==> config.mk <==
export PLATFORM = sky130hd
export DESIGN_NAME = gpio_port
export DESIGN_NICKNAME = d
export VERILOG_FILES = /design/src/hw/gpio_port_pkg.sv /design/src/hw/gpio_port.sv
export SDC_FILE = /design/constraint.sdc
export NUM_CORES = 1
export LEC_CHECK = 0
export BUFFER_PORTS_ARGS = -buffer_cell sky130_fd_sc_hd__buf_4
export CAP_MARGIN = 30
export CORE_ASPECT_RATIO = 1.1
export CORE_UTILIZATION = 31
export DETAILED_ROUTE_END_ITERATION = 10
export GPL_TIMING_DRIVEN = 0
export HOLD_SLACK_MARGIN = 0.12
export PLACE_DENSITY = 0.5
export SETUP_SLACK_MARGIN = 0.3
export SYNTH_ARGS = -nofsm -noshare
export SYNTH_HDL_FRONTEND = slang
export SYNTH_SLANG_ARGS = --single-unit
export TNS_END_PERCENT = 50
==> constraint.sdc <==
create_clock -name clk -period 2.4 [get_ports clk]
set_input_delay 0.48 -clock clk [delete_from_list [all_inputs] [get_ports clk]]
set_output_delay 0.48 -clock clk [all_outputs]
set_load 0.02 [all_outputs]
==> src/hw/gpio_port_pkg.sv <==
// Shared constants and types for the eight-pin general-purpose port.
package gpio_port_pkg;

    // Number of pins served by one port.
    localparam int PIN_COUNT = 8;

    // Offsets in the full register map.
    localparam logic [4:0] OFS_DRIVE_ENABLE      = 5'h00;
    localparam logic [4:0] OFS_DRIVE_ENABLE_SET  = 5'h01;
    localparam logic [4:0] OFS_DRIVE_ENABLE_CLR  = 5'h02;
    localparam logic [4:0] OFS_DRIVE_ENABLE_TGL  = 5'h03;
    localparam logic [4:0] OFS_DRIVE_LEVEL       = 5'h04;
    localparam logic [4:0] OFS_DRIVE_LEVEL_SET   = 5'h05;
    localparam logic [4:0] OFS_OUTPUT_CLEAR      = 5'h06;
    localparam logic [4:0] OFS_OUTPUT_TOGGLE     = 5'h07;
    localparam logic [4:0] OFS_PIN_SAMPLE        = 5'h08;
    localparam logic [4:0] OFS_PIN_EVENT_FLAGS   = 5'h09;
    localparam logic [4:0] OFS_PAD_SETUP_BASE    = 5'h10;
    localparam logic [4:0] OFS_PAD_SETUP_LAST    = 5'h17;

    // Offsets in the short alias map.
    localparam logic [4:0] OFS_ALIAS_DRIVE_ENABLE = 5'h00;
    localparam logic [4:0] OFS_ALIAS_DRIVE_LEVEL  = 5'h01;
    localparam logic [4:0] OFS_ALIAS_PIN_SAMPLE   = 5'h02;
    localparam logic [4:0] OFS_ALIAS_EVENT_FLAGS  = 5'h03;

    // Field positions and writable bits of a pad setup register.
    localparam int         POLARITY_FLIP_BIT = 7;
    localparam int         WEAK_HIGH_BIT     = 3;
    localparam int         SENSE_LSB         = 0;
    localparam logic [7:0] PAD_SETUP_MASK    = 8'h8F;

    // Reset values.
    localparam logic [7:0] BYTE_RESET      = 8'h00;
    localparam logic [7:0] PAD_SETUP_RESET = 8'h00;

    // Input sense selections.
    typedef enum logic [2:0] {
        SENSE_OFF_BUFFER_ON = 3'h0,
        SENSE_ANY_EDGE      = 3'h1,
        SENSE_RISE_EDGE     = 3'h2,
        SENSE_FALL_EDGE     = 3'h3,
        SENSE_BUFFER_OFF    = 3'h4,
        SENSE_LOW_LEVEL     = 3'h5
    } sense_type;

    // Layout of one pad setup register.
    typedef struct packed {
        logic       polarity_flip;
        logic [2:0] unused_bits;
        logic       weak_high_bias_on;
        logic [2:0] sense_select;
    } pad_setup_type;

    // One register access as presented by the processor side.
    typedef struct packed {
        logic       alias_sel;
        logic [4:0] addr;
        logic       wr;
        logic       rd;
        logic [7:0] wdata;
    } reg_req_type;

endpackage

==> src/hw/gpio_port.sv <==
// Eight-pin general-purpose port: registers, pin drive and pin-change sensing.
//
// How it works
// one bits in clear strobe clear levels
// both strobe registers read back drive level
// toggle strobe at 0x07 inverts level bits
// sample register at 0x08 shows pin levels
// disabled input buffer hides pin, stops sensing
// sample register write toggles drive level bits
// flag at 0x09 sets on matching sense
// writing one clears a flag bit
// setup at 0x10+n, bit 7 inverts pin
// setup bit 3 turns on weak pull-up
// sense 1 any, 2 rising, 3 falling edge
// sense 0 no events, 4 disables buffer
// sense 5 flags low level, others reserved
// alias map mirrors full registers, but alias flags are masked by irq_en
// alias sample write toggles drive level
// alias flags show only interrupt-enabled pins
// drive enable one makes pin an output
// drive level reaches pin only when driving
// pin synchroniser runs on main clock
// one request while enabled flag is set
// flag set wins over same-cycle clear
`timescale 1ns/1ps

module gpio_port
    import gpio_port_pkg::*;
#(
    parameter int PINS = PIN_COUNT
)
(
    input  wire logic              clk,           // Main system clock.
    input  wire logic              nrst,          // Asynchronous reset, active low.
    input  wire reg_req_type       reg_req,       // Register access request.
    output logic [7:0]             reg_rdata,     // Read data, valid after a read.
    input  wire logic [PINS-1:0]   pin_in,        // Levels seen on the pins.
    output logic [PINS-1:0]        pin_out,       // Level driven onto each pin.
    output logic [PINS-1:0]        pin_oe,        // High while the pin is driven.
    output logic [PINS-1:0]        pin_pullup_en, // Weak pull-up enable per pin.
    output logic                   port_irq       // Port interrupt request.
);

    // True when the request writes the given offset in the given map.
    function automatic logic wr_hit(input reg_req_type r, input logic alias_map,
                                    input logic [4:0] ofs);
        wr_hit = r.wr && (r.alias_sel == alias_map) && (r.addr == ofs);
    endfunction

    // True when a pad setting lets the pin raise port interrupts.
    function automatic logic irq_source(input logic [2:0] s);
        irq_source = (s == SENSE_ANY_EDGE) || (s == SENSE_RISE_EDGE) ||
                     (s == SENSE_FALL_EDGE) || (s == SENSE_LOW_LEVEL);
    endfunction

    logic [PINS-1:0] drive_enable_ff;       // Per-pin direction state.
    logic [PINS-1:0] drive_level_ff;        // Per-pin output value state.
    logic [PINS-1:0] pin_event_flags_ff;    // Sticky pin-change flags.
    logic [PINS-1:0] pin_sample_value_ff;   // Sampled and polarity-corrected levels.
    logic [PINS-1:0] sync1_ff;              // Synchroniser first stage.
    logic [PINS-1:0] sync2_ff;              // Synchroniser second stage.
    logic [PINS-1:0] sync3_ff;              // Synchroniser third stage.
    logic [PINS-1:0] filt_ff;               // Level accepted once stages agree.
    logic [PINS-1:0] prev_ff;               // Corrected level one cycle ago.
    pad_setup_type   pad_setup_ff [PINS];   // Per-pin pad setup registers.
    logic [7:0]      reg_rdata_ff;          // Registered read data.
    logic [PINS-1:0] pin_out_ff;            // Registered pin drive level.
    logic [PINS-1:0] pin_oe_ff;             // Registered pin output enable.
    logic [PINS-1:0] pin_pullup_ff;         // Registered pull-up enable.
    logic            port_irq_ff;           // Registered interrupt request.

    logic [PINS-1:0] flip;                  // Polarity flip per pin.
    logic [PINS-1:0] buf_on;                // Input buffer enabled per pin.
    logic [PINS-1:0] irq_en;                // Pin is an interrupt source.
    logic [PINS-1:0] cur_lvl;               // Corrected level this cycle.
    logic [PINS-1:0] evt_set;               // Flag set events this cycle.
    logic [PINS-1:0] nxt_drive_enable;      // Next direction state.
    logic [PINS-1:0] nxt_drive_level;       // Next output value state.
    logic [PINS-1:0] nxt_flags;             // Next flag state.
    logic [7:0]      nxt_rdata;             // Read data for the addressed register.

    // Per-pin decode of the pad setup fields and sense matching.
    always_comb
    begin
        for (int n = 0; n < PINS; n++)
        begin
            flip[n]    = pad_setup_ff[n].polarity_flip;
            buf_on[n]  = (pad_setup_ff[n].sense_select != SENSE_BUFFER_OFF);
            irq_en[n]  = irq_source(pad_setup_ff[n].sense_select);
            cur_lvl[n] = filt_ff[n] ^ flip[n];
            unique case (pad_setup_ff[n].sense_select)
                SENSE_ANY_EDGE:  evt_set[n] = cur_lvl[n] != prev_ff[n];
                SENSE_RISE_EDGE: evt_set[n] = cur_lvl[n] & ~prev_ff[n];
                SENSE_FALL_EDGE: evt_set[n] = ~cur_lvl[n] & prev_ff[n];
                SENSE_LOW_LEVEL: evt_set[n] = ~cur_lvl[n];
                default:         evt_set[n] = 1'b0;
            endcase
            evt_set[n] = evt_set[n] & buf_on[n];
        end
    end

    // Next direction state from direct, set, clear and toggle writes.
    always_comb
    begin
        nxt_drive_enable = drive_enable_ff;
        if (wr_hit(reg_req, 1'b0, OFS_DRIVE_ENABLE) ||
            wr_hit(reg_req, 1'b1, OFS_ALIAS_DRIVE_ENABLE))
        begin
            nxt_drive_enable = reg_req.wdata[PINS-1:0];
        end
        else if (wr_hit(reg_req, 1'b0, OFS_DRIVE_ENABLE_SET))
        begin
            nxt_drive_enable = drive_enable_ff | reg_req.wdata[PINS-1:0];
        end
        else if (wr_hit(reg_req, 1'b0, OFS_DRIVE_ENABLE_CLR))
        begin
            nxt_drive_enable = drive_enable_ff & ~reg_req.wdata[PINS-1:0];
        end
        else if (wr_hit(reg_req, 1'b0, OFS_DRIVE_ENABLE_TGL))
        begin
            nxt_drive_enable = drive_enable_ff ^ reg_req.wdata[PINS-1:0];
        end
    end

    // Next output value state from direct, set, clear and toggle writes.
    always_comb
    begin
        nxt_drive_level = drive_level_ff;
        if (wr_hit(reg_req, 1'b0, OFS_DRIVE_LEVEL) ||
            wr_hit(reg_req, 1'b1, OFS_ALIAS_DRIVE_LEVEL))
        begin
            nxt_drive_level = reg_req.wdata[PINS-1:0];
        end
        else if (wr_hit(reg_req, 1'b0, OFS_DRIVE_LEVEL_SET))
        begin
            nxt_drive_level = drive_level_ff | reg_req.wdata[PINS-1:0];
        end
        else if (wr_hit(reg_req, 1'b0, OFS_OUTPUT_CLEAR))
        begin
            nxt_drive_level = drive_level_ff & ~reg_req.wdata[PINS-1:0];
        end
        else if (wr_hit(reg_req, 1'b0, OFS_OUTPUT_TOGGLE) ||
                 wr_hit(reg_req, 1'b0, OFS_PIN_SAMPLE) ||
                 wr_hit(reg_req, 1'b1, OFS_ALIAS_PIN_SAMPLE))
        begin
            nxt_drive_level = drive_level_ff ^ reg_req.wdata[PINS-1:0];
        end
    end

    // Next flag state: a write of one clears, a new event sets and wins.
    always_comb
    begin
        nxt_flags = pin_event_flags_ff;
        if (wr_hit(reg_req, 1'b0, OFS_PIN_EVENT_FLAGS) ||
            wr_hit(reg_req, 1'b1, OFS_ALIAS_EVENT_FLAGS))
        begin
            nxt_flags = pin_event_flags_ff & ~reg_req.wdata[PINS-1:0];
        end
        nxt_flags = nxt_flags | evt_set;
    end

    // Read data selection for both maps; unmapped offsets read zero.
    always_comb
    begin
        nxt_rdata = BYTE_RESET;
        if (reg_req.alias_sel)
        begin
            unique case (reg_req.addr)
                OFS_ALIAS_DRIVE_ENABLE: nxt_rdata[PINS-1:0] = drive_enable_ff;
                OFS_ALIAS_DRIVE_LEVEL:  nxt_rdata[PINS-1:0] = drive_level_ff;
                OFS_ALIAS_PIN_SAMPLE:   nxt_rdata[PINS-1:0] = pin_sample_value_ff;
                OFS_ALIAS_EVENT_FLAGS:  nxt_rdata[PINS-1:0] =
                                            pin_event_flags_ff & irq_en;
                default:                nxt_rdata = BYTE_RESET;
            endcase
        end
        else if (reg_req.addr >= OFS_PAD_SETUP_BASE && reg_req.addr <= OFS_PAD_SETUP_LAST)
        begin
            nxt_rdata = pad_setup_ff[reg_req.addr[2:0]];
        end
        else
        begin
            unique case (reg_req.addr)
                OFS_DRIVE_ENABLE, OFS_DRIVE_ENABLE_SET,
                OFS_DRIVE_ENABLE_CLR, OFS_DRIVE_ENABLE_TGL:
                    nxt_rdata[PINS-1:0] = drive_enable_ff;
                OFS_DRIVE_LEVEL, OFS_DRIVE_LEVEL_SET,
                OFS_OUTPUT_CLEAR, OFS_OUTPUT_TOGGLE:
                    nxt_rdata[PINS-1:0] = drive_level_ff;
                OFS_PIN_SAMPLE:      nxt_rdata[PINS-1:0] = pin_sample_value_ff;
                OFS_PIN_EVENT_FLAGS: nxt_rdata[PINS-1:0] = pin_event_flags_ff;
                default:             nxt_rdata = BYTE_RESET;
            endcase
        end
    end

    // Direction and output value state.
    always_ff @(posedge clk or negedge nrst)
    begin
        if (!nrst)
        begin
            drive_enable_ff <= '0;
            drive_level_ff  <= '0;
        end
        else
        begin
            drive_enable_ff <= nxt_drive_enable;
            drive_level_ff  <= nxt_drive_level;
        end
    end

    // Pad setup registers; only the documented bits are kept.
    always_ff @(posedge clk or negedge nrst)
    begin
        if (!nrst)
        begin
            for (int n = 0; n < PINS; n++)
            begin
                pad_setup_ff[n] <= pad_setup_type'(PAD_SETUP_RESET);
            end
        end
        else
        begin
            for (int n = 0; n < PINS; n++)
            begin
                if (wr_hit(reg_req, 1'b0, OFS_PAD_SETUP_BASE + 5'(n)))
                begin
                    pad_setup_ff[n] <= pad_setup_type'(reg_req.wdata & PAD_SETUP_MASK);
                end
            end
        end
    end

    // Three-stage pin synchroniser on the main clock; a new level is taken
    // only once the second and third stages agree.
    always_ff @(posedge clk or negedge nrst)
    begin
        if (!nrst)
        begin
            sync1_ff <= '0;
            sync2_ff <= '0;
            sync3_ff <= '0;
            filt_ff  <= '0;
        end
        else
        begin
            sync1_ff <= pin_in;
            sync2_ff <= sync1_ff;
            sync3_ff <= sync2_ff;
            for (int n = 0; n < PINS; n++)
            begin
                if (sync2_ff[n] == sync3_ff[n])
                begin
                    filt_ff[n] <= sync3_ff[n];
                end
            end
        end
    end

    // Sampled value, previous level for edge sensing, and sticky flags.
    always_ff @(posedge clk or negedge nrst)
    begin
        if (!nrst)
        begin
            pin_sample_value_ff <= '0;
            prev_ff             <= '0;
            pin_event_flags_ff  <= '0;
        end
        else
        begin
            pin_sample_value_ff <= cur_lvl & buf_on;
            prev_ff             <= cur_lvl;
            pin_event_flags_ff  <= nxt_flags;
        end
    end

    // Registered pin drive and output enable; an input pin is never driven,
    // so its level bit is forced low to keep the pad quiet.
    always_ff @(posedge clk or negedge nrst)
    begin
        if (!nrst)
        begin
            pin_out_ff <= '0;
            pin_oe_ff  <= '0;
        end
        else
        begin
            pin_oe_ff  <= drive_enable_ff;
            pin_out_ff <= (drive_level_ff ^ flip) & drive_enable_ff;
        end
    end

    // Registered weak pull-up enables, one per pin, taken from the pad setup.
    always_ff @(posedge clk or negedge nrst)
    begin
        if (!nrst)
        begin
            pin_pullup_ff <= '0;
        end
        else
        begin
            for (int n = 0; n < PINS; n++)
            begin
                pin_pullup_ff[n] <= pad_setup_ff[n].weak_high_bias_on;
            end
        end
    end

    // One shared request, high while any interrupt-source pin holds a flag.
    // Flags on pins whose sense gives no interrupt never raise it.
    always_ff @(posedge clk or negedge nrst)
    begin
        if (!nrst)
        begin
            port_irq_ff <= 1'b0;
        end
        else
        begin
            port_irq_ff <= |(pin_event_flags_ff & irq_en);
        end
    end

    // Read data is captured on a read strobe and then held until the next
    // read, so software may sample it late without losing it.
    always_ff @(posedge clk or negedge nrst)
    begin
        if (!nrst)
        begin
            reg_rdata_ff <= BYTE_RESET;
        end
        else if (reg_req.rd)
        begin
            reg_rdata_ff <= nxt_rdata;
        end
    end

    assign pin_out       = pin_out_ff;
    assign pin_oe        = pin_oe_ff;
    assign pin_pullup_en = pin_pullup_ff;
    assign port_irq      = port_irq_ff;
    assign reg_rdata     = reg_rdata_ff;

endmodule // gpio_port

* Word-level counts from Yosys, hierarchy flattened
Index checks and enable logic that the tools add are counted.
** Storage, ports and cells
- Register bits :: 145
- Input port bits :: 26
- Logic and storage cells :: 268
- Output and inout bits :: 33
** Operators by class
- Mux-type cells :: 24
- Magnitude comparators :: 3
- Bitwise logic cells :: 63
- Eq/ne operators :: 73
- Reductions and logical operators :: 60
** Operators by type and width (number)
- $mux 8 :: 13
- $pmux 8 s4 :: 2
- $and 8x8->8 :: 6
- $eq 3x2->1 const B :: 16
- $eq 5x5->1 const B :: 8
- $pmux 1 s4 :: 8
- $logic_or 1x1->1 :: 29
- $logic_and 1x1->1 :: 25
- $and 1x1->1 :: 24
- $bmux 8 s3 :: 1
- $eq 3x1->1 const B :: 8
- $eq 3x3->1 const B :: 8
- $ne 3x3->1 const B :: 8
- $or 8x8->8 :: 3
- $xor 8x8->8 :: 3
- $eq 5x3->1 const B :: 4
- $not 1->1 :: 17
- $eq 5x2->1 const B :: 2
- $eq 5x4->1 const B :: 2
- $eq 1x1->1 :: 8
- $ne 1x1->1 :: 8
- $not 8->8 :: 1
- $reduce_bool 4->1 :: 2
- $reduce_or 4->1 :: 2
- 8 further kinds :: 15

* Depth between registers and ports, before layout
Gate-level depths: netlist of run 1.
- Depth in word-level cells :: 9
- Gate-level depth with buffers :: 7
- Gate-level depth less buffers :: 7

* Worst setup path before layout of run 1
No wires, ideal clock.
- Path kind :: input to register
- Start point :: input port reg_req[15] (netlist name)
- End point :: register pad_setup_ff, in the netlist flip[6]
- Library setup time :: 0.125 ns
- Data required time :: 2.275 ns
- Stages :: 5
- Arrival time :: 1.888 ns
- Buffers on the path :: 1
- Setup slack :: 0.387 ns
- Path through :: buf_2 > nand3b_4 > or3b_4 > and2b_1 > mux2_2
** Between the ends
- Word-level cells in the longest chain between the ends :: 3
** Ends and longest elaborated chain
- from (decl) :: line gpio_port.sv:35 : input wire reg_req_type reg_req,
- $not 1->1 :: line gpio_port.sv:47 : wr_hit = r.wr && (r.alias_sel == alias_map) && (r.addr == ofs);
- $logic_and 1x1->1 (2 in a row) :: line gpio_port.sv:47
- to (signal, indexed assignment) :: line gpio_port.sv:219 : pad_setup_ff[n] <= pad_setup_type'(PAD_SETUP_RESET);
- to (signal, indexed assignment) :: line gpio_port.sv:228 : pad_setup_ff[n] <= pad_setup_type'(reg_req.wdata & PAD_SETUP_MASK);
- to (decl) :: line gpio_port.sv:65 : pad_setup_type pad_setup_ff [PINS];
Every way passes these cells.
A chain may end at the register's enable or synchronous reset.

* Final worst setup path of run 1
- Start point :: input port reg_req[10] (netlist name)
- End point :: register pin_event_flags_ff[0]
** Between the ends
- Word-level cells in the longest chain between the ends :: 5
- Elaborated cells on any way between the ends :: 7
- Those cells by class :: eq/ne: 2; mux: 1; bitwise: 1; reduce/logical: 3
** Ends and longest elaborated chain
- $eq 5x4->1 or $eq 5x2->1 (tied branches) :: line gpio_port.sv:47
- $logic_and 1x1->1 :: line gpio_port.sv:47
- $logic_or 1x1->1 * :: line gpio_port.sv:154 : if (wr_hit(reg_req, 1'b0, OFS_PIN_EVENT_FLAGS) ||
- $mux 8 * :: line gpio_port.sv:154
- $or 8x8->8 * :: line gpio_port.sv:159 : nxt_flags = nxt_flags | evt_set;
- named net nxt_flags[0] :: line gpio_port.sv:79 : logic [PINS-1:0] nxt_flags;
- to (signal assigned) :: line gpio_port.sv:273 : pin_event_flags_ff <= nxt_flags;
- to (decl) :: line gpio_port.sv:58 : logic [PINS-1:0] pin_event_flags_ff;
The timed path passes the listed nets; every way through them passes the cells marked *.

==> impl_metrics.tcl, run 1 <==
set metrics [dict create \
    grt_pass1_vias 6060 \
    path_class "in -> reg" \
    grt_max_degree 87 \
    ant_nets 0 \
    synth-seq-area-share_pct 44.6 \
    io_pins 59 \
    reg2reg_setup_slack_ns 0.38 \
    synth_area_leaders "dfrtp_1, ha_1, mux2_2" \
    clock_path_buffers 2 \
    die-area_um2 26900 \
    multi_input_area_um2 4080 \
    arrival_ns 2.40 \
    cts_buffers 17 \
    initial_utilization_pct 31.8 \
    vias_per_cell 5.18 \
    fillCellCount 2543 \
    grtUsageMet1_pct 25.5 \
    critPathLaunchType "primary input" \
    min_path_type "in -> async" \
    clk_pin_slew_worst_paths_ns 0.06 \
    grt_setup_unrepaired "true" \
    fin_skew_ns 0.00869 \
    yosysUniqueCellTypes 75 \
    synthCells 740 \
    cap_violations 0 \
    wl_per_cell_um 20.6 \
    cts-root-buf "clkbuf_16" \
    ir_drop_mv 0.419 \
    clock_latency_ns 0.43 \
    route.vias.total 6100 \
    crit_path_end "pin_event_flags_ff[0]$_DFF_PN0_" \
    cts.htree.levels 4 \
    area.growth.synth_to_final_pct 18.5 \
    place_congestion 0.874 \
    synth_top_area_cell "dfrtp_1" \
    grt_busiest_layer "met2" \
    drtIter0Drc 427 \
    hold_viol_final 0 \
    fin_crit_ns 2.09 \
    synthFlopType "dfrtp_1" \
    yosysTopAreaCellShare_pct 44.6 \
    die_h_um 172 \
    crit_path_max_fanout 10 \
    max_slew_margin_pct 44.2 \
    crit_start "reg_req[10]" \
    drive_gt1_share_pct 24.4 \
    synth_common_cells "dfrtp_1, mux2_2, inv_1" \
    track_usage_pct 19.2 \
    synth_warnings 0 \
    fmax_mhz 479 \
    die_w_um 157 \
    end_kind "register" \
    setup_viol 0 \
    ys_ff_latch 145 \
    hpwl_um 17300 \
    avgSynthCellArea_um2 11.0 \
    layout.nets 893 \
    grt_overflow 0 \
    status "finished clean" \
    cts_hold_buf 0 \
    grt_first_pass_wirelength_um 37500 \
    syn-num-nets 814 \
    post-place-ws_ns -0.295 \
    whs_ns 0.0988 \
    required_ns 2.71 \
    ff_latch_area_um2 3630 \
    num_rows 61 \
    worstMarginPinSlew_ns 0.837 \
    p_leak_nw 4.35 \
    met3_usage_pct 3.41 \
    timing.rr.start "flip[1]$_DFFE_PN0P_" \
    antenna_found_initial 1 \
    synth_edf_count 0 \
    cts_sinks 145 \
    use_met2_pct 29.6 \
    synthesis.area_um2 8140 \
    rr_worst_depth 7 \
    final.period_utilization_pct 87.0 \
    setup_tns_ns 0 \
    wl_um 24300 \
    synth_most_common_cell "dfrtp_1" \
    dr.pass1.iters 7 \
    core_area_um2 25600 \
    io_buffers 57 \
    power_density_nw_per_um2 824 \
    dp.cells 1144 \
    reg2reg_to "pin_event_flags_ff[1]$_DFF_PN0_" \
    fin_ws_ns 0.311 \
    drv_slew 0 \
    ys_async_sr_fraction_pct 100 \
    cts_tree "built" \
    route.detailed.drc 0 \
    instances_no_fill 1178 \
]
-- area by class of cell --
cell class,count,share of cell area (%)
Antenna cell,1,0.0259
Buffer,45,2.58
Clock buffer,17,4.41
Clock inverter,14,1.62
Inverter,53,2.06
Multi-Input combinational cell,497,42.3
Sequential cell,145,37.6
Tap cell,346,4.49
Timing Repair Buffer,60,4.92
-- worst max-delay path, cell delays in order --
cell	delay (ns)
buf_4	0.11
buf_2	0.26
nand2b_1	0.08
clkbuf_1	0.36
nor3b_4	0.50
o211ai_1	0.25
a221o_1	0.35
-- power breakdown --
group | switching [mW] | internal (mW)
sequential | 0.514 | 2.86
combinational | 0.975 | 0.924
clock | 1.14 | 1.54
total | 2.62 | 5.33
-- registers in the layout, summed over array words and instances (netlist names) --
name	cells
drive_level_ff	8
flip	8
sync2_ff	8
pin_out	8
sync1_ff	8
port_irq	1
pad_setup_ff	32
filt_ff	8
drive_enable_ff	8
pin_sample_value_ff	8
pin_event_flags_ff	8
reg_rdata	8
prev_ff	8
pin_pullup_en	8
sync3_ff	8
pin_oe	8
-- how the worst min path moves through the flow --
stage	to	startpoint	slack [ns]	cells past startpoint
final	sync1_ff[3]$_DFF_PN0_	nrst	0.1	1
after global routing	sync1_ff[1]$_DFF_PN0_	pin_in[1]	0.13	1
after CTS	sync1_ff[1]$_DFF_PN0_	pin_in[1]	0.13	1
after detailed placement	sync2_ff[4]$_DFF_PN0_	sync1_ff[4]$_DFF_PN0_	0.33	0
after global placement	sync2_ff[2]$_DFF_PN0_	sync1_ff[2]$_DFF_PN0_	0.33	0
after floorplan	drive_enable_ff[0]$_DFFE_PN0P_	nrst	0.18	0
-- repair_timing --
action                     in CTS  in global routing
cloned                          0                  0
pin swaps                       0                  1
setup buffers                   0                  2
setup endpoints to repair      13                 27
gates resized for setup         4                  9
-- placed cells by master, fill, tap and decap left out, drive strengths merged, types with 4 or more instances in the layout --
cell type,count
dfrtp,145
buf,88
inv,56
mux2,53
ha,48
nor2,40
mux2i,34
clkbuf,34
nand2,32
o21ai,31
nor2b,23
nand2b,19
a21oi,15
o211ai,13
xnor2,12
nor3,12
a31oi,10
a2bb2oi,10
nor3b,9
and3,8
a22o,8
o41ai,8
a2111o,8
maj3,8
a2111oi,8
a221o,7
o2111ai,7
nand4,6
clkinv,6
a22oi,5
xor2,4
o22ai,4
a311o,4
a21o,4
nand3,4
a41oi,4
a211oi,4
or3b,4
-- per-stage QoR --
step | area (um2) | total power [mW] | utilization, %
final | 9650 | 7.95 | 37.7
after global routing | 9650 | 8.40 | 37.7
after CTS | 9620 | 8.03 | 37.6
after detailed placement | 9030 | 5.31 | 35.3
after global placement | 9000 | 5.28 | 35.2
after floorplan | 8140 | 4.54 | -
-- cells by family after synthesis --
kind of cell             synth area share, %
AND/OR/NAND/NOR                         12.9
AO/OA/AOI/OAI                           15.0
flip-flops                              44.6
buffers and inverters                   5.40
multiplexers                            12.1
adder cells (fa/ha/maj)                 8.36
XOR/XNOR                                1.72
-- per-layer routing --
| metal | share of wire [%] | vias to the layer above |
|---|---|---|
| met5 | 0 | - |
| met4 | 4.5 | 0 |
| met3 | 5.1 | 46 |
| met2 | 45 | 199 |
| met1 | 46 | 3007 |
| li1 | - | 2848 |
Note: power is estimated with default switching activity, not from simulation.
==> run 2: changes to the inputs <==
- CELL_PAD_IN_SITES_DETAIL_PLACEMENT: not set -> 0
- CELL_PAD_IN_SITES_GLOBAL_PLACEMENT: not set -> 1
- PLACE_DENSITY: 0.5 -> 0.58
==> run 2 against run 1 <==
Against the previous run: final cell count rose by 0.17%; non-clock buffer count increased by 2; sequential power is essentially flat; first-iteration DRC count decreased by 5.2%; worst setup slack improved by 0.059 ns; utilization increased by 0.093 points; flip-flop and latch count stayed put; critical path type unchanged; critical endpoint is now pin_event_flags_ff[2]$_DFF_PN0_; largest cell class unchanged.
==> impl_metrics.tcl, run 2 (same netlist as run 1, synthesis figures left out) <==
set metrics [dict create \
    drive_gt1_share_pct 24.7 \
    whs_path_depth 1 \
    holdPathEnd "sync1_ff[0]$_DFF_PN0_" \
    die_w_um 157 \
    use_met2_pct 32.4 \
    reg2reg_setup_slack_ns 0.38 \
    initial_utilization_pct 31.8 \
    route.detailed.drc 0 \
    drtIter0Drc 405 \
    fin_ws_ns 0.370 \
    cts_sinks 145 \
    cap_violations 0 \
    max_slew_margin_pct 47.2 \
    fin_crit_ns 2.03 \
    hold_viol_final 0 \
    arrival_ns 2.33 \
    wl_um 25500 \
    grt_busiest_layer "met2" \
    vias_per_cell 5.16 \
    p_leak_nw 4.37 \
    worstMarginPinSlew_ns 0.792 \
    route.vias.total 6092 \
    antenna_cells 0 \
    fillCellCount 2559 \
    grt_setup_unrepaired "true" \
    met3_usage_pct 3.53 \
    place_congestion 0.859 \
    antenna_found_initial 0 \
    status "finished clean" \
    dr.pass1.iters 4 \
    end_kind "register" \
    clock_latency_ns 0.43 \
    timing.rr.start "flip[2]$_DFFE_PN0P_" \
    cts.htree.levels 4 \
    final.period_utilization_pct 84.6 \
    grt_overflow 0 \
    cts_buffers 17 \
    required_ns 2.70 \
    grtUsageMet1_pct 26.8 \
    largest_reg_flops 32 \
    regMostFlops "pad_setup_ff" \
    multi_input_area_um2 4080 \
    reg2reg_to "pin_event_flags_ff[2]$_DFF_PN0_" \
    fmax_mhz 493 \
    clock_path_buffers 2 \
    ir_drop_mv 0.385 \
    path_class "in -> reg" \
    die-area_um2 26900 \
    core_area_um2 25600 \
    fin_skew_ns 0.0129 \
    ant_nets 0 \
    io_buffers 57 \
    wl_per_cell_um 21.6 \
    hpwl_um 18100 \
    cts-root-buf "clkbuf_16" \
    grt_pass1_vias 6161 \
    power_density_nw_per_um2 831 \
    layout_common_cells "dfrtp_1, buf_4, mux2_2, inv_1, ha_1" \
    post-place-ws_ns -0.418 \
    final_common_cell "dfrtp_1" \
    track_usage_pct 20.1 \
    num_rows 61 \
    area.growth.synth_to_final_pct 18.8 \
    hp-start "pin_in[0]" \
    drv_slew 0 \
    grt_max_degree 94 \
    min_path_type "in -> reg" \
    grt_first_pass_wirelength_um 39000 \
    cts_tree "built" \
    whs_ns 0.159 \
    setup_viol 0 \
    io_pins 59 \
    clk_pin_slew_worst_paths_ns 0.07 \
    die_h_um 172 \
    rr_worst_depth 7 \
    layout.nets 895 \
    critPathLaunchType "primary input" \
    crit_path_max_fanout 10 \
    ff_latch_area_um2 3630 \
]
## run 2: changes by cell type in the layout (fill, tap and decap cells not counted), sizes merged
| cell | change |
|---|---|
| inv | +1 |
| diode | -1 |
| dlygate4sd3 | +1 |
| clkbuf | +1 |
| buf | +2 |
| clkinv | -2 |
## run 2: metal layers
layer	wire (um)	vias up
met4	663	0
li1	-	2851
met1	11800	3035
met5	0	-
met3	1150	36
met2	11900	170
## run 2: worst max-delay path: stages
cell	delay (ns)
buf_4	0.11
buf_2	0.26
nand2b_1	0.08
clkbuf_1	0.35
nor3b_4	0.50
o211ai_1	0.21
a221o_1	0.34
## run 2: timing repair
| item | in CTS | in global routing |
|---|---|---|
| endpoints found under the hold margin | 52 | 0 |
| hold buffers | 1 | 0 |
| buffers inserted | 0 | 2 |
| setup endpoints to repair | 24 | 30 |
| pin swaps | 0 | 1 |
| resized for setup | 6 | 11 |
## run 2: stage by stage
stage | setup TNS, ns | power, mW | area (um2) | utilization, % | instances
after floorplan | 0 | 4.54 | 8140 | - | 740
after global placement | -8.92 | 5.30 | 9000 | 35.2 | 1143
after detailed placement | -8.61 | 5.32 | 9040 | 35.3 | 1145
after CTS | 0 | 8.13 | 9650 | 37.7 | 1178
after global routing | 0 | 8.51 | 9670 | 37.8 | 1180
final | 0 | 8.04 | 9670 | 37.8 | 1180
## run 2: final cells by class
type	count	share of cell area (%)
plain buffers	45	2.61
clock buffers	19	4.58
clock inverters	13	1.57
inverters	53	2.06
multi-input cells	497	42.1
flip-flops and latches	145	37.5
well taps	346	4.48
repair buffers	62	5.06
## run 2: where the power goes
part | leakage [nW] | switching (mW) | internal, mW
combinational | 2.30 | 0.994 | 0.927
clock | 0.283 | 1.17 | 1.58
sequential | 1.78 | 0.505 | 2.86
total | 4.37 | 2.67 | 5.37
## run 2: worst max-delay path by stage
stage / startpoint / end / slack, ns / cells past startpoint
4_1_cts: reg_req[10] / pad_setup_ff[56]$_DFFE_PN0P_ / 0.19 / 6
2_1_floorplan: reg_req[15] / flip[6]$_DFFE_PN0P_ / 0.39 / 5
6_report: reg_req[10] / pin_event_flags_ff[2]$_DFF_PN0_ / 0.37 / 7
5_1_grt: flip[2]$_DFFE_PN0P_ / pin_event_flags_ff[2]$_DFF_PN0_ / 0.24 / 7
3_3_place_gp: reg_req[14] / drive_enable_ff[6]$_DFFE_PN0P_ / -0.43 / 7
3_5_place_dp: reg_req[14] / drive_enable_ff[6]$_DFFE_PN0P_ / -0.42 / 7
